File: src/hdl/sfcd_params.svh
`ifndef SFCD_PARAMS_SVH
`define SFCD_PARAMS_SVH
// ********************************
// opcodes
// ********************************
`define SFCD_OP_LATCH_SET 8'h06
`define SFCD_OP_LATCH_CLEAR 8'h04
`define SFCD_OP_STATUS_READ 8'h05
`define SFCD_OP_STATUS_WRITE 8'h01
`define SFCD_OP_READ 8'h03
`define SFCD_OP_FAST_READ 8'h0B
`define SFCD_OP_DUAL_READ 8'h3B
`define SFCD_OP_PROG 8'h02
`define SFCD_OP_PROG_ALT 8'hF2
`define SFCD_OP_SECTOR_ERASE 8'h20
`define SFCD_OP_BLOCK32_ERASE 8'h52
`define SFCD_OP_BLOCK64_ERASE 8'hD8
`define SFCD_OP_CHIP_ERASE_A 8'hC7
`define SFCD_OP_CHIP_ERASE_B 8'h60
`define SFCD_OP_POWER_DOWN 8'hB9
// ********************************
// status byte layout and reset values
// ********************************
`define SFCD_ST_LOCK 7
`define SFCD_ST_RSV_HI 6
`define SFCD_ST_RSV_LO 5
`define SFCD_ST_BP_HI 4
`define SFCD_ST_BP_LO 2
`define SFCD_ST_LATCH 1
`define SFCD_ST_BUSY 0
`define SFCD_LOCK_RST 1'b0
`define SFCD_BP_RST 3'h0
// ********************************
// framing counts and sync lanes
// ********************************
`define SFCD_LAST_BIT 3'h7
`define SFCD_BYTES_OPCODE 3'h1
`define SFCD_BYTES_SW_MIN 3'h2
`define SFCD_BYTES_SW_MAX 3'h3
`define SFCD_BYTES_ADDR 3'h4
`define SFCD_BYTES_PROG_MIN 3'h5
`define SFCD_FALLS_SINGLE 3'h7
`define SFCD_FALLS_DUAL 3'h3
`define SFCD_UNDERRUN_BYTE 8'hFF
`define SFCD_SY_CS 3
`define SFCD_SY_CK 2
`define SFCD_SY_SI 1
`define SFCD_SY_WG 0
`define SFCD_SY_RST 4'h9
// ********************************
// timing
// ********************************
`define SFCD_CLK_NS 20
`define SFCD_TW_NS 5000000
`define SFCD_TW_CYCLES (`SFCD_TW_NS / `SFCD_CLK_NS)
`endif

File: src/hdl/sfcd_pkg.sv
package sfcd_pkg;
  typedef logic [7:0] sfcd_byte_t;
  typedef logic [23:0] sfcd_addr_t;
  typedef enum logic [2:0] {
    ST_IDLE = 3'h0,
    ST_OPCODE = 3'h1,
    ST_ADDR = 3'h3,
    ST_DUMMY = 3'h2,
    ST_DATA_OUT = 3'h6,
    ST_DATA_IN = 3'h7,
    ST_HOLD = 3'h5,
    ST_IGNORE = 3'h4
  } sfcd_state_e;
  typedef struct packed {
    logic [3:0] meta;
    logic [3:0] sync;
    logic cs_prev;
    logic sclk_prev;
    sfcd_state_e state;
    sfcd_byte_t opcode;
    sfcd_byte_t shift_in;
    logic [2:0] bit_cnt;
    logic [2:0] byte_cnt;
    sfcd_addr_t addr;
    sfcd_byte_t shift_out;
    logic [2:0] out_cnt;
    logic dual;
    logic from_status;
    logic odd_out;
    logic odd_oe;
    logic even_out;
    logic even_oe;
    logic write_enable_latch;
    logic busy;
    logic sw_busy;
    logic [23:0] timer;
    logic lock;
    logic [2:0] bp;
    sfcd_byte_t sw_new;
    logic hw_lock;
    sfcd_byte_t status_out;
    sfcd_addr_t rd_addr;
    sfcd_addr_t req_addr;
    logic rd_req;
    logic pending;
    logic drop;
    logic pop;
    logic flush;
    sfcd_byte_t prog_data;
    logic prog_valid;
    logic op_start;
    sfcd_byte_t op_code;
    sfcd_addr_t op_addr;
  } sfcd_core_s;
endpackage : sfcd_pkg

File: src/hdl/sfcd_buf2.sv
`timescale 1ns/100ps
`default_nettype none
module sfcd_buf2 #(
  parameter int unsigned WIDTH = 8,
  parameter int unsigned DEPTH = 2,
  parameter int unsigned CW = $clog2(DEPTH + 1)
) (
  input wire logic clk,
  input wire logic rst,
  input wire logic flush,
  input wire logic in_valid,
  output logic in_ready,
  input wire logic [WIDTH-1:0] in_data,
  output logic out_valid,
  input wire logic out_ready,
  output logic [WIDTH-1:0] out_data,
  output logic [CW-1:0] count
);
  localparam int unsigned PW = (DEPTH > 1) ? $clog2(DEPTH) : 1;
  typedef struct packed {
    logic [PW-1:0] wr;
    logic [PW-1:0] rd;
    logic [CW-1:0] cnt;
    logic full;
  } sfcd_buf_s;
  sfcd_buf_s r;
  sfcd_buf_s n;
  logic [WIDTH-1:0] mem [DEPTH];
  logic push;
  logic pull;
  assign push = in_valid & ~r.full & ~flush;
  assign pull = out_ready & (r.cnt != '0) & ~flush;
  assign in_ready = ~r.full;
  assign out_valid = (r.cnt != '0);
  assign out_data = mem[r.rd];
  assign count = r.cnt;
  always_comb begin
    n = r;
    if (flush) begin
      n = '0;
    end else begin
      if (push) begin
        n.wr = (r.wr == PW'(DEPTH - 1)) ? '0 : PW'(r.wr + 1'b1);
      end
      if (pull) begin
        n.rd = (r.rd == PW'(DEPTH - 1)) ? '0 : PW'(r.rd + 1'b1);
      end
      if (push && !pull) begin
        n.cnt = CW'(r.cnt + 1'b1);
      end else if (pull && !push) begin
        n.cnt = CW'(r.cnt - 1'b1);
      end
      n.full = (n.cnt == CW'(DEPTH));
    end
  end
  always_ff @(posedge clk) begin
    if (rst) begin
      r <= '0;
    end else begin
      r <= n;
    end
  end
  // storage has no reset, contents only matter once counted
  always_ff @(posedge clk) begin
    if (push) begin
      mem[r.wr] <= in_data;
    end
  end
endmodule : sfcd_buf2
`default_nettype wire

File: src/hdl/sfcd_core.sv
`timescale 1ns/100ps
`default_nettype none
`include "sfcd_params.svh"
// ********************************
// serial flash command decoder
// ********************************
// Operation
// - bits travel msb first, sampled on rising clock after select falls
// - each transfer opens with an eight-bit opcode, then address/data or none
// - read-type transfers may end after any output bit; outputs released
// - write-type commands run only if select rises on a byte boundary
// - page program with partial last byte does nothing, latch stays set
// - framed 06H sets the write-enable latch
// - program, erases, status write need the latch set
// - framed 04H clears the write-enable latch
// - latch clears at reset and when any write operation completes
// - status read 05H accepted anytime, even while busy
// - status byte repeats while clocks continue, busy refreshed each time
// - status write keeps S6 S5 S1 S0; S6 S5 read zero
// - status write runs only after eighth or sixteenth data bit
// - status write starts timed cycle, busy high, then busy and latch clear
// - status write loads protect bits and lock; refused in hardware lock
// - hardware lock when lock bit set and write guard low
// - 03H plus address streams bytes on falling edges, address increments
// - reads while busy are rejected, running cycle undisturbed
// - 0BH takes address and a dummy byte before data out
// - 3BH drives odd bits on odd pin, even bits on even pin
// - erases 20H 52H D8H take three address bytes, no data
// - 02H takes address then data; C7H or 60H alone erase chip
module sfcd_core #(
  parameter int unsigned TW_CYCLES = `SFCD_TW_CYCLES,
  parameter int unsigned BUF_DEPTH = 2,
  parameter int unsigned CW = $clog2(BUF_DEPTH + 1)
) (
  input wire logic sys_clk,
  input wire logic rst,
  input wire logic sclk,
  input wire logic cs_n,
  input wire logic dual_pin_even_in,
  output logic dual_pin_even_out,
  output logic dual_pin_even_oe,
  output logic dual_pin_odd_out,
  output logic dual_pin_odd_oe,
  input wire logic write_guard_n,
  output sfcd_pkg::sfcd_addr_t mem_rd_addr,
  output logic mem_rd_req,
  input wire sfcd_pkg::sfcd_byte_t mem_rd_data,
  input wire logic mem_rd_valid,
  output logic mem_rd_ready,
  output sfcd_pkg::sfcd_byte_t prog_data,
  output logic prog_data_valid,
  output logic op_start,
  output sfcd_pkg::sfcd_byte_t op_code,
  output sfcd_pkg::sfcd_addr_t op_addr,
  input wire logic op_done,
  output sfcd_pkg::sfcd_byte_t status_byte,
  output logic hardware_lock_mode
);
  import sfcd_pkg::*;

  sfcd_core_s r;
  sfcd_core_s n;
  logic cs_rise;
  logic cs_fall;
  logic sclk_rise;
  logic sclk_fall;
  sfcd_byte_t byte_in;
  sfcd_byte_t status_now;
  logic buf_in_ready;
  logic buf_out_valid;
  sfcd_byte_t buf_out_data;
  logic [CW-1:0] buf_count;

  // ********************************
  // edges of the synchronised pins
  // ********************************
  assign cs_rise = r.sync[`SFCD_SY_CS] & ~r.cs_prev;
  assign cs_fall = ~r.sync[`SFCD_SY_CS] & r.cs_prev;
  assign sclk_rise = r.sync[`SFCD_SY_CK] & ~r.sclk_prev;
  assign sclk_fall = ~r.sync[`SFCD_SY_CK] & r.sclk_prev;
  assign byte_in = {r.shift_in[6:0], r.sync[`SFCD_SY_SI]};

  always_comb begin
    status_now = '0;
    status_now[`SFCD_ST_LOCK] = r.lock;
    status_now[`SFCD_ST_BP_HI:`SFCD_ST_BP_LO] = r.bp;
    status_now[`SFCD_ST_LATCH] = r.write_enable_latch;
    status_now[`SFCD_ST_BUSY] = r.busy;
  end

  // ********************************
  // read data buffer
  // ********************************
  sfcd_buf2 #(
    .WIDTH(8),
    .DEPTH(BUF_DEPTH),
    .CW(CW)
  ) i_sfcd_buf2 (
    .clk(sys_clk),
    .rst(rst),
    .flush(r.flush),
    .in_valid(mem_rd_valid & ~r.drop),
    .in_ready(buf_in_ready),
    .in_data(mem_rd_data),
    .out_valid(buf_out_valid),
    .out_ready(r.pop),
    .out_data(buf_out_data),
    .count(buf_count)
  );

  // ********************************
  // next state
  // ********************************
  always_comb begin
    sfcd_byte_t cur;
    logic start;
    cur = r.shift_out;
    start = 1'b0;
    n = r;
    n.meta = {cs_n, sclk, dual_pin_even_in, write_guard_n};
    n.sync = r.meta;
    n.cs_prev = r.sync[`SFCD_SY_CS];
    n.sclk_prev = r.sync[`SFCD_SY_CK];
    n.rd_req = 1'b0;
    n.pop = 1'b0;
    n.flush = 1'b0;
    n.prog_valid = 1'b0;
    n.op_start = 1'b0;
    n.hw_lock = r.lock & ~r.sync[`SFCD_SY_WG];
    n.status_out = status_now;
    // busy ends either by own timer or by the array engine
    if (r.sw_busy) begin
      if (r.timer == 24'(TW_CYCLES - 1)) begin
        n.sw_busy = 1'b0;
        n.busy = 1'b0;
        n.write_enable_latch = 1'b0;
      end else begin
        n.timer = 24'(r.timer + 1'b1);
      end
    end else if (r.busy && op_done) begin
      n.busy = 1'b0;
      n.write_enable_latch = 1'b0;
    end
    if (mem_rd_valid && buf_in_ready && r.pending) begin
      n.pending = 1'b0;
      n.drop = 1'b0;
    end
    if (cs_rise) begin
      n.state = ST_IDLE;
      n.odd_oe = 1'b0;
      n.even_oe = 1'b0;
      n.flush = 1'b0 | (r.state != ST_IDLE);
      // a fetch still in flight is swallowed when it lands
      n.drop = n.pending;
      if (r.state != ST_IGNORE && r.state != ST_IDLE && r.bit_cnt == 3'h0) begin
        case (r.opcode)
          `SFCD_OP_LATCH_SET: begin
            if (r.byte_cnt == `SFCD_BYTES_OPCODE) begin
              n.write_enable_latch = 1'b1;
            end
          end
          `SFCD_OP_LATCH_CLEAR: begin
            if (r.byte_cnt == `SFCD_BYTES_OPCODE) begin
              n.write_enable_latch = 1'b0;
            end
          end
          `SFCD_OP_STATUS_WRITE: begin
            if ((r.byte_cnt == `SFCD_BYTES_SW_MIN || r.byte_cnt == `SFCD_BYTES_SW_MAX)
                && r.write_enable_latch && !r.hw_lock) begin
              n.lock = r.sw_new[`SFCD_ST_LOCK];
              n.bp = r.sw_new[`SFCD_ST_BP_HI:`SFCD_ST_BP_LO];
              n.busy = 1'b1;
              n.sw_busy = 1'b1;
              n.timer = '0;
            end
          end
          `SFCD_OP_PROG, `SFCD_OP_PROG_ALT: begin
            start = (r.byte_cnt >= `SFCD_BYTES_PROG_MIN) && r.write_enable_latch;
          end
          `SFCD_OP_SECTOR_ERASE, `SFCD_OP_BLOCK32_ERASE, `SFCD_OP_BLOCK64_ERASE: begin
            start = (r.byte_cnt == `SFCD_BYTES_ADDR) && r.write_enable_latch;
          end
          `SFCD_OP_CHIP_ERASE_A, `SFCD_OP_CHIP_ERASE_B: begin
            start = (r.byte_cnt == `SFCD_BYTES_OPCODE) && r.write_enable_latch;
          end
          `SFCD_OP_POWER_DOWN: begin
            if (r.byte_cnt == `SFCD_BYTES_OPCODE) begin
              n.op_start = 1'b1;
              n.op_code = r.opcode;
            end
          end
          default: begin
          end
        endcase
        if (start) begin
          n.op_start = 1'b1;
          n.op_code = r.opcode;
          n.op_addr = r.addr;
          n.busy = 1'b1;
        end
      end
    end else if (cs_fall) begin
      n.state = ST_OPCODE;
      n.bit_cnt = 3'h0;
      n.byte_cnt = 3'h0;
      n.out_cnt = 3'h0;
      n.dual = 1'b0;
      n.from_status = 1'b0;
    end else if (!r.sync[`SFCD_SY_CS] && r.state != ST_IDLE) begin
      if (sclk_rise) begin
        n.shift_in = byte_in;
        n.bit_cnt = 3'(r.bit_cnt + 1'b1);
        if (r.bit_cnt == `SFCD_LAST_BIT) begin
          if (r.byte_cnt != 3'h7) begin
            n.byte_cnt = 3'(r.byte_cnt + 1'b1);
          end
          case (r.state)
            ST_OPCODE: begin
              n.opcode = byte_in;
              if (r.busy && byte_in != `SFCD_OP_STATUS_READ) begin
                n.state = ST_IGNORE;
              end else begin
                case (byte_in)
                  `SFCD_OP_STATUS_READ: begin
                    n.state = ST_DATA_OUT;
                    n.from_status = 1'b1;
                  end
                  `SFCD_OP_LATCH_SET, `SFCD_OP_LATCH_CLEAR, `SFCD_OP_CHIP_ERASE_A,
                  `SFCD_OP_CHIP_ERASE_B, `SFCD_OP_POWER_DOWN: begin
                    n.state = ST_HOLD;
                  end
                  `SFCD_OP_STATUS_WRITE: begin
                    n.state = ST_DATA_IN;
                  end
                  `SFCD_OP_READ, `SFCD_OP_FAST_READ, `SFCD_OP_DUAL_READ, `SFCD_OP_PROG,
                  `SFCD_OP_PROG_ALT, `SFCD_OP_SECTOR_ERASE, `SFCD_OP_BLOCK32_ERASE,
                  `SFCD_OP_BLOCK64_ERASE: begin
                    n.state = ST_ADDR;
                    n.dual = (byte_in == `SFCD_OP_DUAL_READ);
                  end
                  default: begin
                    n.state = ST_IGNORE;
                  end
                endcase
              end
            end
            ST_ADDR: begin
              n.addr = {r.addr[15:0], byte_in};
              if (r.byte_cnt == `SFCD_BYTES_SW_MAX) begin
                n.rd_addr = {r.addr[15:0], byte_in};
                case (r.opcode)
                  `SFCD_OP_READ: begin
                    n.state = ST_DATA_OUT;
                  end
                  `SFCD_OP_FAST_READ, `SFCD_OP_DUAL_READ: begin
                    n.state = ST_DUMMY;
                  end
                  `SFCD_OP_PROG, `SFCD_OP_PROG_ALT: begin
                    n.state = ST_DATA_IN;
                  end
                  default: begin
                    n.state = ST_HOLD;
                  end
                endcase
              end
            end
            ST_DUMMY: begin
              n.state = ST_DATA_OUT;
            end
            ST_DATA_IN: begin
              if (r.opcode == `SFCD_OP_STATUS_WRITE) begin
                if (r.byte_cnt == `SFCD_BYTES_OPCODE) begin
                  n.sw_new = byte_in;
                end
              end else begin
                n.prog_data = byte_in;
                n.prog_valid = 1'b1;
              end
            end
            default: begin
            end
          endcase
        end
      end
      if (sclk_fall && r.state == ST_DATA_OUT) begin
        if (r.out_cnt == 3'h0) begin
          // status is sampled fresh for every repeat
          if (r.from_status) begin
            cur = status_now;
          end else if (buf_out_valid) begin
            cur = buf_out_data;
            n.pop = 1'b1;
          end else begin
            cur = `SFCD_UNDERRUN_BYTE;
          end
          n.out_cnt = r.dual ? `SFCD_FALLS_DUAL : `SFCD_FALLS_SINGLE;
        end else begin
          n.out_cnt = 3'(r.out_cnt - 1'b1);
        end
        n.odd_out = cur[7];
        n.odd_oe = 1'b1;
        n.even_out = cur[6];
        n.even_oe = r.dual;
        n.shift_out = r.dual ? {cur[5:0], 2'b00} : {cur[6:0], 1'b0};
      end
      // keep the buffer topped up while an array read streams
      if ((r.state == ST_DUMMY || r.state == ST_DATA_OUT) && !r.from_status
          && !r.pending && !r.busy && buf_count < CW'(BUF_DEPTH)) begin
        n.rd_req = 1'b1;
        n.pending = 1'b1;
        n.req_addr = r.rd_addr;
        n.rd_addr = 24'(r.rd_addr + 1'b1);
      end
    end
  end

  always_ff @(posedge sys_clk) begin
    if (rst) begin
      r <= '0;
      r.meta <= `SFCD_SY_RST;
      r.sync <= `SFCD_SY_RST;
      r.cs_prev <= 1'b1;
      r.state <= ST_IDLE;
      r.lock <= `SFCD_LOCK_RST;
      r.bp <= `SFCD_BP_RST;
      r.write_enable_latch <= 1'b0;
    end else begin
      r <= n;
    end
  end

  assign dual_pin_even_out = r.even_out;
  assign dual_pin_even_oe = r.even_oe;
  assign dual_pin_odd_out = r.odd_out;
  assign dual_pin_odd_oe = r.odd_oe;
  assign mem_rd_addr = r.req_addr;
  assign mem_rd_req = r.rd_req;
  assign mem_rd_ready = buf_in_ready;
  assign prog_data = r.prog_data;
  assign prog_data_valid = r.prog_valid;
  assign op_start = r.op_start;
  assign op_code = r.op_code;
  assign op_addr = r.op_addr;
  assign status_byte = r.status_out;
  assign hardware_lock_mode = r.hw_lock;
endmodule : sfcd_core
`default_nettype wire

File: config.mk
export PLATFORM = sky130hd
export DESIGN_NAME = sfcd_core
export DESIGN_NICKNAME = d
export VERILOG_FILES = /design/src/hdl/sfcd_pkg.sv /design/src/hdl/sfcd_buf2.sv /design/src/hdl/sfcd_core.sv
export VERILOG_INCLUDE_DIRS = /design/src /design/src/hdl
export SDC_FILE = /design/constraint.sdc
export NUM_CORES = 1
export LEC_CHECK = 0
export ABC_AREA = 0
export ABC_CLOCK_PERIOD_IN_PS = 2900
export CAP_MARGIN = 10
export CORE_ASPECT_RATIO = 1.25
export CORE_MARGIN = 4
export CORE_UTILIZATION = 35
export CTS_BUF_LIST = sky130_fd_sc_hd__clkbuf_8
export CTS_CLUSTER_DIAMETER = 40
export DETAILED_ROUTE_END_ITERATION = 10
export DONT_BUFFER_PORTS = 1
export GPL_ROUTABILITY_DRIVEN = 1
export PLACE_DENSITY_LB_ADDON = 0.15
export SYNTH_ARGS = -nofsm -noshare
export SYNTH_HDL_FRONTEND = slang
export SYNTH_SLANG_ARGS = --single-unit
File: constraint.sdc
create_clock -name sys_clk -period 2.9 [get_ports sys_clk]
set_clock_uncertainty 0.05 [all_clocks]
set_input_delay 0.58 -clock sys_clk [delete_from_list [all_inputs] [get_ports sys_clk]]
set_output_delay 0.58 -clock sys_clk [all_outputs]
set_load 0.02 [all_outputs]
# After elaboration in Yosys (flattened, before gate mapping)
# Memory sizes are Yosys's and may differ from the RTL's. A register that Yosys moved wholly into a read port is not among the register bits.
# Index checks and enable logic that the tools add are counted.
[word_totals] in_bits=16 output_inout_bits=81 mem_bits_rw=16 memories=1 ff_bits=224
[op_classes] n_eq_ne=47 bitwise=28 magnitude_cmp=2 n_reduce_logical=82 n_addsub=9 n_mux=69
[mem_list] memory="i_sfcd_buf2.mem" words=2 word_bits=8 read_ports=1 rd_ports_with_merged_regs=1 wr=1 line="sfcd_buf2.sv:28" source="logic [WIDTH-1:0] mem [DEPTH];"
[ops] op="24-bit two-way mux" n=6
[ops] op="8-bit equality test, second input constant" n=8
[ops] op="64-bit two-way mux" n=1
[ops] op="31-bit two-way mux" n=2
[ops] op="30-bit two-way mux" n=2
[ops] op="50-bit two-way mux" n=1
[ops] op="24-bit by 1-bit adder with 24-bit output, second input constant" n=2
[ops] op="47-bit two-way mux" n=1
[ops] op="8-bit by 3-bit equality test with 1-bit output, second input constant" n=5
[ops] op="8-bit two-way mux" n=5
[ops] op="9-bit two-way mux" n=4
[ops] op="33-bit two-way mux" n=1
[ops] op="8-bit by 2-bit equality test with 1-bit output, second input constant" n=4
[ops] op="8-bit by 6-bit equality test with 1-bit output, second input constant" n=4
[ops] op="8-bit by 7-bit equality test with 1-bit output, second input constant" n=4
[ops] op="2-bit nonzero test" n=16
[ops] op="7-bit AND reduction" n=4
[ops] op="27-bit two-way mux" n=1
[ops] op="25-bit two-way mux" n=1
[ops] op="24-bit by 18-bit equality test with 1-bit output, second input constant" n=1
[ops] op="2-bit two-way mux" n=10
[ops] op="4-bit AND reduction" n=5
[ops] op="1-bit logical AND" n=19
[ops] op="1-bit two-way mux" n=19
[ops] op="42 further kinds" n=111

# Depth between registers and ports, before layout
# Gate-level depths: netlist of the first run.
[logic_depth] depth_word=10 depth_mapped=10 depth_no_buf=8

# Modules after synthesis
# From an unflattened synthesis of the first run, not the netlist that was laid out.
[unflattened] cells_unflattened=1311 hier_area_um2=11120.7
[by_module_without_submodules] mod="sfcd_core" instances=1 cells_each=1247 area_per_inst_um2=10189.8
[by_module_without_submodules] mod="sfcd_buf2" instances=1 cells_each=64 area_per_inst_um2=930.9

# Least setup slack after synthesis of the first run
# Ideal clock, no wire load.
[synth_path] kind="register to register" start="reg r[187] in the netlist's numbering" end="reg r[77] in the netlist's numbering" setup_time_ps=128 setup_slack_ps=776 path_buffers=1 required_time_ps=2722 stages_incl_launch_ff=9 arrival_ps=1946 path_cell_list="dfxtp_1 -> ha_1 -> ha_1 -> nor2b_1 -> and4_1 -> o211ai_1 -> clkbuf_1 -> a2bb2oi_1 -> nor2_1"
[synth_between] elab_chain_len=3
[synth_rtl] item="start: declaration" line="sfcd_core.sv:61" source="sfcd_core_s r;"
[synth_rtl] item="start signal: assignment" line="sfcd_core.sv:328" source="r <= n;"
[synth_rtl] item="3-bit equality test (no line)"
[synth_rtl] item="2-bit nonzero test (no line)"
[synth_rtl] item="7-bit AND reduction (no line)"
# No other way between the ends.
# A chain may end at the register's enable or synchronous reset.

# Final worst setup path of the first run
[layout_path] start="reg r[184] in the netlist's numbering" end="reg r, in the netlist op_addr[13]"
[layout_between] elab_chain_len=6
[layout_rtl] item="3-bit greater-or-equal comparator (no line), or another cell as far along"
[layout_rtl] item="1-bit logical AND, on equally long branches" line="sfcd_core.sv:178, sfcd_core.sv:181, sfcd_core.sv:184"
[layout_rtl] item="1-bit case mux with 3 select lines *" line="sfcd_core.sv:156" source="case (r.opcode)"
[layout_rtl] item="1-bit two-way mux *" line="sfcd_core.sv:155" source="if (r.state != ST_IGNORE && r.state != ST_IDLE && r.bit_cnt == 3'h0) begin"
[layout_rtl] item="1-bit two-way mux *" line="sfcd_core.sv:148" source="if (cs_rise) begin"
[layout_rtl] item="3-bit AND reduction (no line) *"
# Mark *: on every way between the ends. The rest lies on a longest branch, timed or not. The select of a mux whose other input is x is not followed.

==> results.json, run 1 <==
{
  "status": "complete, no violations",
  "die_area_mm2": 0.0340,
  "setup_viol": 0,
  "hold_buffers": 0,
  "pin_count": 97,
  "vias": 8476,
  "ys_top_cells_by_area": "dfxtp_1 (40%), nand2_1 (7.8%), a21oi_1 (6.1%)",
  "critPathSlowestCell": "or3b_1",
  "grt_pass1_vias": 8251,
  "drc": 0,
  "die_height_um": 205,
  "synth_edf_count": 16,
  "cp_top_family": "compound AO/OA/AOI/OAI gates",
  "crit_fanout": 25,
  "firstDrtPassIters": 5,
  "routed_via_density": 5.13,
  "post-route-period-util_pct": 86.4,
  "power_leakage_nw": 3.99,
  "die_width_um": 166,
  "cts_resized": 0,
  "synth_top_area_share_pct": 39.9,
  "min_from": "write_guard_n",
  "fillers": 3200,
  "cts_sinks": 233,
  "crit_path_end_kind": "flip-flop",
  "gp_congestion": 0.807,
  "routed_wl_mm": 27.7,
  "power_density_mw_per_mm2": 596,
  "cp.arrival_ps": 2930,
  "max_cap_viol_count": 0,
  "ys.warnings.count": 0,
  "grt_pass1_wl_mm": 44.6,
  "worst-path-buf-inv": 2,
  "clk_pin_slew_ps": 60,
  "r2r_setup_slack_ps": 390,
  "crit_start": "r[184]",
  "grt-ovfl-total": 0,
  "rows": 71,
  "clock-root-buffer": "clkbuf_8",
  "yosysTopAreaCell": "dfxtp_1",
  "grt_use_total_pct": 15.8,
  "postSynth.asyncResetShare_pct": 0,
  "use_met2_pct": 27.9,
  "max_slew.worst_pin.slew_ps": 712,
  "antenna-diode-count": 0,
  "power_mw": 6.90,
  "cts_tree": "built",
  "grt_max_degree": 193,
  "io_buffers": 0,
  "start_util_pct": 35.8,
  "synth_ff_type": "dfxtp_1",
  "cts_buffer_depth": 3,
  "fin_setup_tns_ps": 0,
  "hold_viol_final": 0,
  "ctsHtreeMaxLevel": 2,
  "cp.required_ps": 3320,
  "slew_headroom_pct": 52.4,
  "worstSkewPairLatency_ps": 560,
  "post_drt_wl_per_cell_um": 16.7,
  "grt.busiest_layer": "met2",
  "postRouteAntennaNets": 0,
  "min_period_ps": 2510,
  "met3_usage_pct": 3.98,
  "antenna_found_initial": 0,
  "yosysSeqAreaShare_pct": 44.4,
  "area_growth_syn_to_layout_pct": 6.62,
  "synthCells": 1307,
  "numCtsBuffers": 44,
  "final_nets": 1253,
  "cp_cell_sequence": "inv_1 -> ha_1 -> nor3b_1 -> or3b_1 -> o2bb2ai_1 -> a211o_1 -> buf_12 -> nand2_1 -> a21oi_1",
  "max_freq_ghz": 0.399,
  "final_max_slew_viol_count": 0,
  "peakVddDrop_v": 0.000390,
  "timing.rr.start": "r[184]",
  "coreArea_mm2": 0.0304,
  "cp_slowest_stage_delay_ps": 380,
  "netlist_area_mm2": 0.0109,
  "synth_cell_types": 77,
  "ys_seq_elements": 233,
  "hpwlAfterDp_mm": 18.5,
  "rsz0062_at_grt": "no",
  "drive_gt1_share_pct": 9.50,
  "use_met1_pct": 18.9,
  "syn_area_per_cell_um2": 8.32,
  "path_class": "reg -> reg",
  "cp-start-kind": "flip-flop",
  "hp-class": "in -> reg",
  "drt_first_iter_violations": 477,
  "cts_setup_buffers": 0
}
[logic make-up after synthesis]
family	Yosys count	share of synthesized area (%)
simple gates	547	23.9
buf+inv	189	9.70
compound gates	253	14.2
flops	233	44.4
fa+ha+maj	16	1.84
xor+xnor	29	2.34
other cells	1	0.0345
mux	39	3.60
[placed cells by master, fill, tap and decap left out, types with 17 or more instances in the layout]
| master | count |
|---|---|
| nand2_1 | 227 |
| dfxtp_1 | 217 |
| a21oi_1 | 132 |
| nor2_1 | 123 |
| clkbuf_8 | 52 |
| nand3_1 | 40 |
| mux2i_1 | 38 |
| inv_1 | 35 |
| o21ai_0 | 28 |
| buf_4 | 27 |
| nor3_1 | 24 |
| nand4_1 | 19 |
| a211oi_1 | 17 |
| xor2_1 | 17 |
[power breakdown]
| part | internal [mW] | total (mW) | switching [mW] |
|---|---|---|---|
| sequential | 3.30 | 3.33 | 0.0253 |
| clock | 1.90 | 3.31 | 1.40 |
| combinational | 0.102 | 0.273 | 0.171 |
| total | 5.30 | 6.90 | 1.60 |
[state kept, by name, indices dropped and copies added (netlist names), named ones only]
name,cells
op_addr,24
i_sfcd_buf2.mem,16
byte_in,8
status_byte,6
r,113
i_sfcd_buf2.r,3
hardware_lock_mode,1
dual_pin_even_oe,1
mem_rd_req,1
op_start,1
dual_pin_odd_oe,1
i_sfcd_buf2.count,2
dual_pin_odd_out,1
prog_data_valid,1
mem_rd_addr,24
prog_data,8
op_code,8
dual_pin_even_out,1
n,12
[layer usage]
layer / up-vias / part of all wire (%)
met3: 55 / 5.3
met2: 170 / 50
met5: - / 0
met1: 3978 / 42
met4: 0 / 2.5
li1: 4273 / -
[stage by stage]
stage | setup WS, ps | util (%) | instances | area [um^2] | hold WS (ps)
global placement | 550 | 35.2 | 1576 | 10700 | 320
detailed placement | 457 | 35.2 | 1576 | 10700 | 323
finish | 393 | 38.2 | 1653 | 11600 | 76.4
floorplan | 776 | - | 1308 | 10900 | 317
CTS | 402 | 38.2 | 1653 | 11600 | 29.3
global route | 153 | 38.2 | 1653 | 11600 | 31.1
[cell type report]
type                       instances  area (um^2)  share of cell area [%]
clock buffer                      52          716                    6.17
clock inverter                    25          195                    1.68
inverter                          27          103                   0.885
multi-input combinational        886         5010                    43.2
sequential                       233         4820                    41.6
tap                              401          502                    4.33
timing repair buffer              29          243                    2.09
[cell usage after synthesis (7+ instances only)]
cell / number
nor4_1: 12
and3_1: 12
dfxtp_1: 217
ha_1: 16
nor2b_1: 15
and2_1: 9
buf_2: 23
edfxtp_1: 16
nand2b_1: 8
o21ai_0: 28
nand2_1: 227
inv_1: 26
nor3_1: 24
and4_1: 7
nor2_1: 123
a211oi_1: 18
mux2i_1: 38
nand4_1: 19
nand3_1: 40
clkbuf_1: 54
buf_4: 80
xnor2_1: 12
a21oi_1: 132
xor2_1: 17
[final timing paths]
kind,to,cells past startpoint
max reg2reg,op_addr[13],9
min reg2reg,hardware_lock_mode,1
max,op_addr[13],9
min,n[211],1
[worst register-to-register path, cell delays in order (launching register included)]
cell and delay, ps:
dfxtp_1 340, inv_1 110, ha_1 150, nor3b_1 300, or3b_1 380, o2bb2ai_1 280, a211o_1 350, buf_12 210
nand2_1 80, a21oi_1 160
Note: power is estimated with default switching activity, not from simulation.
==> run 2, diff against run 1 <==
--- a/config.mk
+++ b/config.mk
@@ -12,5 +12,5 @@
 export CORE_ASPECT_RATIO = 1.25
 export CORE_MARGIN = 4
-export CORE_UTILIZATION = 35
+export CORE_UTILIZATION = 30
 export CTS_BUF_LIST = sky130_fd_sc_hd__clkbuf_8
 export CTS_CLUSTER_DIAMETER = 40
@@ -18,4 +18,5 @@
 export DONT_BUFFER_PORTS = 1
 export GPL_ROUTABILITY_DRIVEN = 1
+export MAX_ROUTING_LAYER = met4
 export PLACE_DENSITY_LB_ADDON = 0.15
 export SYNTH_ARGS = -nofsm -noshare
==> constraint.sdc (replaced) <==
create_clock -name sys_clk -period 2.9 [get_ports sys_clk]
set_clock_uncertainty 0.05 [all_clocks]
set_input_delay 0.725 -clock sys_clk [delete_from_list [all_inputs] [get_ports sys_clk]]
set_output_delay 0.725 -clock sys_clk [all_outputs]
set_load 0.02 [all_outputs]
==> results.json, run 2 (synthesis results as in run 1) <==
{
  "stdcell_area_mm2": 0.0117,
  "clk_pin_slew_ps": 60,
  "start_util_pct": 30.6,
  "final_nets": 1256,
  "cp_cell_sequence": "ha_1 -> ha_1 -> nor2b_1 -> and4_1 -> o211a_2 -> buf_4 -> o21ai_0 -> a22oi_1 -> nor2_1",
  "worstSkewPairLatency_ps": 580,
  "max_cap_viol_count": 0,
  "numCtsBuffers": 44,
  "worstRegToRegCells": 9,
  "grt_pass1_vias": 8241,
  "setup_slack_ps": 526,
  "cts_resized": 0,
  "coreArea_mm2": 0.0356,
  "io_buffers": 0,
  "cts_buffer_depth": 3,
  "critPathSlowestCell": "o211a_2",
  "largest_reg_flops": 113,
  "drive_gt1_share_pct": 9.55,
  "post-route-period-util_pct": 81.8,
  "pin_count": 97,
  "vias": 8499,
  "drc": 0,
  "top_register": "r",
  "setup_viol": 0,
  "layout.cells.most_common_list": "nand2_1 (227), dfxtp_1 (217), a21oi_1 (132)",
  "post_dp_cell_area_mm2": 0.0108,
  "slew_headroom_pct": 56.5,
  "post_drt_wl_per_cell_um": 16.7,
  "peakVddDrop_v": 0.000372,
  "hold_buffers": 0,
  "seq_area_mm2": 0.00482,
  "power_leakage_nw": 4.00,
  "grt_pass1_wl_mm": 45.9,
  "cpMostUsedCell": "ha_1",
  "layout_commonest_cell": "nand2_1",
  "rsz0062_at_grt": "no",
  "multi_input_area_mm2": 0.00501,
  "fin_setup_tns_ps": 0,
  "cp-start-kind": "flip-flop",
  "status": "complete, no violations",
  "routed_via_density": 4.91,
  "crit_path_end_kind": "flip-flop",
  "power_density_mw_per_mm2": 594,
  "routed_wl_mm": 28.9,
  "pre_cts_ws_ps": 511,
  "die_height_um": 221,
  "hpwlAfterDp_mm": 19.3,
  "drt_first_iter_violations": 454,
  "antenna-diode-count": 0,
  "antenna_found_initial": 0,
  "postRouteAntennaNets": 0,
  "max_freq_ghz": 0.421,
  "hold_depth": 0,
  "rows": 77,
  "cts_tree": "built",
  "grt_max_degree": 193,
  "path_class": "reg -> reg",
  "hp-class": "in -> reg",
  "firstDrtPassIters": 4,
  "grt-ovfl-total": 0,
  "gp_congestion": 0.821,
  "cts_sinks": 233,
  "cp.arrival_ps": 2780,
  "area_growth_syn_to_layout_pct": 7.64,
  "cp.required_ps": 3310,
  "ctsHtreeMaxLevel": 2,
  "die_area_mm2": 0.0394,
  "hold_viol_final": 0,
  "min_period_ps": 2370,
  "fillers": 3786,
  "die_width_um": 178,
  "crit_fanout": 17,
  "cp_slowest_stage_delay_ps": 440,
  "cts_setup_buffers": 0,
  "final_max_slew_viol_count": 0,
  "grt_use_total_pct": 14.7,
  "max_slew.worst_pin.slew_ps": 653,
  "clock-root-buffer": "clkbuf_8"
}
==> run 2: final timing paths <==
path,startpoint,to,slack (ps)
worst max-delay path,r[187],r[88],530
worst min-delay path,mem_rd_data[6],i_sfcd_buf2.mem[0][6],210
worst max register to register,r[187],r[88],530
worst min register to register,r[211],hardware_lock_mode,330
==> run 2: layer usage <==
layer	wire, um	global-route usage [%]	vias up
met4	750	4.71	0
li1	-	-	4286
met5	0	-	-
met1	12700	18.0	4014
met2	13900	23.8	150
met3	1550	3.84	49
==> run 2: report_power, final <==
part | switching, mW | internal [mW]
clock | 1.41 | 1.93
combinational | 0.172 | 0.109
sequential | 0.0262 | 3.30
total | 1.61 | 5.34
==> run 2: area by class of cell <==
type	instances	area share, %
Timing Repair Buffer	32	2.16
Tap cell	474	5.07
Multi-Input combinational cell	886	42.8
Clock inverter	28	1.99
Inverter	27	0.877
Clock buffer	50	5.88
Sequential cell	233	41.2
==> run 2: worst max-delay path, delay by kind of cell (launching register included) <==
family | cells | cell delay [ps]
AOI/OAI and AO/OA | 3 | 680
adders and majority gates | 2 | 380
buffers and inverters | 1 | 230
DFF | 1 | 350
and+or+nand+nor | 3 | 590
==> run 2: through the flow <==
step                      util, %  cells  hold WS (ps)  total power [mW]
after detailed placement     30.3   1652           320              3.68
after global placement       30.3   1652           325              3.68
after CTS                    32.9   1730           156              7.11
after global routing         32.9   1730           163              7.30
final                        32.9   1730           213              6.96
after floorplan                 -   1308           317              3.64
==> run 3, diff against run 2 <==
Settings changed: ABC_CLOCK_PERIOD_IN_PS 2900 to 2450.
Clock period 2.9 ns to 2.45 ns, I/O delays scaled along.
==> results.json, run 3 (synthesis results as in run 1) <==
{
  "firstDrtPassIters": 4,
  "vias": 8460,
  "routed_via_density": 4.87,
  "max_cap_viol_count": 0,
  "routed_wl_mm": 29.1,
  "clock-root-buffer": "clkbuf_8",
  "min_period_ps": 2240,
  "route.met2.wl_mm": 14.4,
  "crit_start": "r[188]",
  "gp_congestion": 0.786,
  "setup_viol": 0,
  "cp-start-kind": "flip-flop",
  "cp.required_ps": 2820,
  "antenna_found_initial": 0,
  "cp_slowest_stage_delay_ps": 350,
  "power_density_mw_per_mm2": 692,
  "peakVddDrop_v": 0.000394,
  "rows": 77,
  "io_buffers": 0,
  "met3WireLength_mm": 1.42,
  "largest_reg_flops": 113,
  "drive_gt1_share_pct": 10.5,
  "die_area_mm2": 0.0394,
  "top_layer_used": "met4",
  "wl_met1_mm": 12.6,
  "layout_commonest_cell": "nand2_1",
  "antenna-diode-count": 0,
  "stdcell_count": 1737,
  "grt_pass1_wl_mm": 47.1,
  "cp_cell_sequence": "ha_1 -> ha_1 -> nor2b_1 -> and4_1 -> o211a_2 -> buf_4 -> o21ai_0 -> a2bb2oi_1 -> nor2_1",
  "post_drt_wl_per_cell_um": 16.8,
  "final_max_slew_viol_count": 0,
  "final_nets": 1265,
  "min_from": "rst",
  "path_class": "reg -> reg",
  "cts_tree": "built",
  "hp-class": "in -> reg",
  "hold_viol_final": 0,
  "layout.cells.most_common_list": "nand2_1 (227), dfxtp_1 (217), a21oi_1 (132)",
  "r2r_setup_slack_ps": 210,
  "coreArea_mm2": 0.0356,
  "seq_area_mm2": 0.00482,
  "crit_fanout": 20,
  "power_leakage_nw": 4.06,
  "area_growth_syn_to_layout_pct": 8.49,
  "numCtsBuffers": 44,
  "critPathSlowestCell": "dfxtp_1",
  "start_util_pct": 30.6,
  "hold_buffers": 0,
  "die_width_um": 178,
  "die_height_um": 221,
  "crit_path_end_kind": "flip-flop",
  "worstSkewPairLatency_ps": 560,
  "grt_pass1_vias": 8433,
  "fin_setup_tns_ps": 0,
  "top_register": "r",
  "slew_headroom_pct": 48.2,
  "max_freq_ghz": 0.446,
  "postRouteAntennaNets": 0,
  "grt_max_degree": 193,
  "cts_sinks": 233,
  "grt_use_total_pct": 15.1,
  "multi_input_area_mm2": 0.00502,
  "grt-ovfl-total": 0,
  "drc": 0,
  "clk_pin_slew_ps": 60,
  "hpwlAfterDp_mm": 19.3,
  "fin_worst_hold_slack_ps": 89.2,
  "cts_resized": 0,
  "post-route-period-util_pct": 91.5,
  "fillers": 3818,
  "dp.cells": 1661,
  "status": "complete, no violations",
  "cts_buffer_depth": 3,
  "cpMostUsedCell": "ha_1",
  "pin_count": 97,
  "ctsHtreeMaxLevel": 2,
  "timing.rr.start": "r[188]",
  "max_slew.worst_pin.slew_ps": 777,
  "rsz0062_at_grt": "no",
  "cp.arrival_ps": 2610,
  "cts_setup_buffers": 0,
  "drt_first_iter_violations": 377
}
-- run 3: cell count changes in the layout (fill, tap and decap cells not counted), sizes merged --
cell,change
clkbuf,+4
buf,+9
clkinvlp,-1
inv,-1
bufinv,-2
clkinv,-2
-- run 3: layout make-up --
type | count | area share [%]
clock buffer | 54 | 6.30
inverter | 27 | 0.870
sequential | 233 | 40.9
multi-input combinational | 886 | 42.6
clock inverter | 22 | 1.32
timing repair buffer | 41 | 3.03
tap | 474 | 5.03
-- run 3: path summary, 6_finish.rpt --
kind | cells after the start | to
worst min register to register | 1 | hardware_lock_mode
worst max-delay path | 9 | r[77]
worst min-delay path | 1 | op_start
worst max register to register | 9 | r[77]
-- run 3: stage by stage --
stage / util (%) / power (mW) / worst slack [ps] / area [um^2]
after global routing: 33.2 / 8.55 / 39.5 / 11800
final: 33.2 / 8.16 / 207 / 11800
after global placement: 30.6 / 4.37 / 255 / 10900
after detailed placement: 30.6 / 4.37 / 217 / 10900
after floorplan: - / 4.31 / 326 / 10900
after CTS: 33.2 / 8.34 / 201 / 11800
-- run 3: critical path, delay by kind of cell (launching register included) --
| kind | cells | cell delay, ps |
|---|---|---|
| AO/OA/AOI/OAI | 3 | 520 |
| adder cells (fa/ha/maj) | 2 | 350 |
| buffers and inverters | 1 | 260 |
| flip-flops | 1 | 350 |
| AND/OR/NAND/NOR | 3 | 580 |
-- run 3: power breakdown --
group	leakage (nW)	total, mW	internal, mW	switching, mW
combinational	1.66	0.351	0.144	0.207
clock	0.503	3.87	2.20	1.67
sequential	1.90	3.93	3.91	0.0284
-- run 3: routing by layer --
metal	global-route usage (%)	vias up
li1	-	4294
met1	18.2	3971
met2	25.0	134
met3	3.55	61
met4	4.86	0
met5	-	-
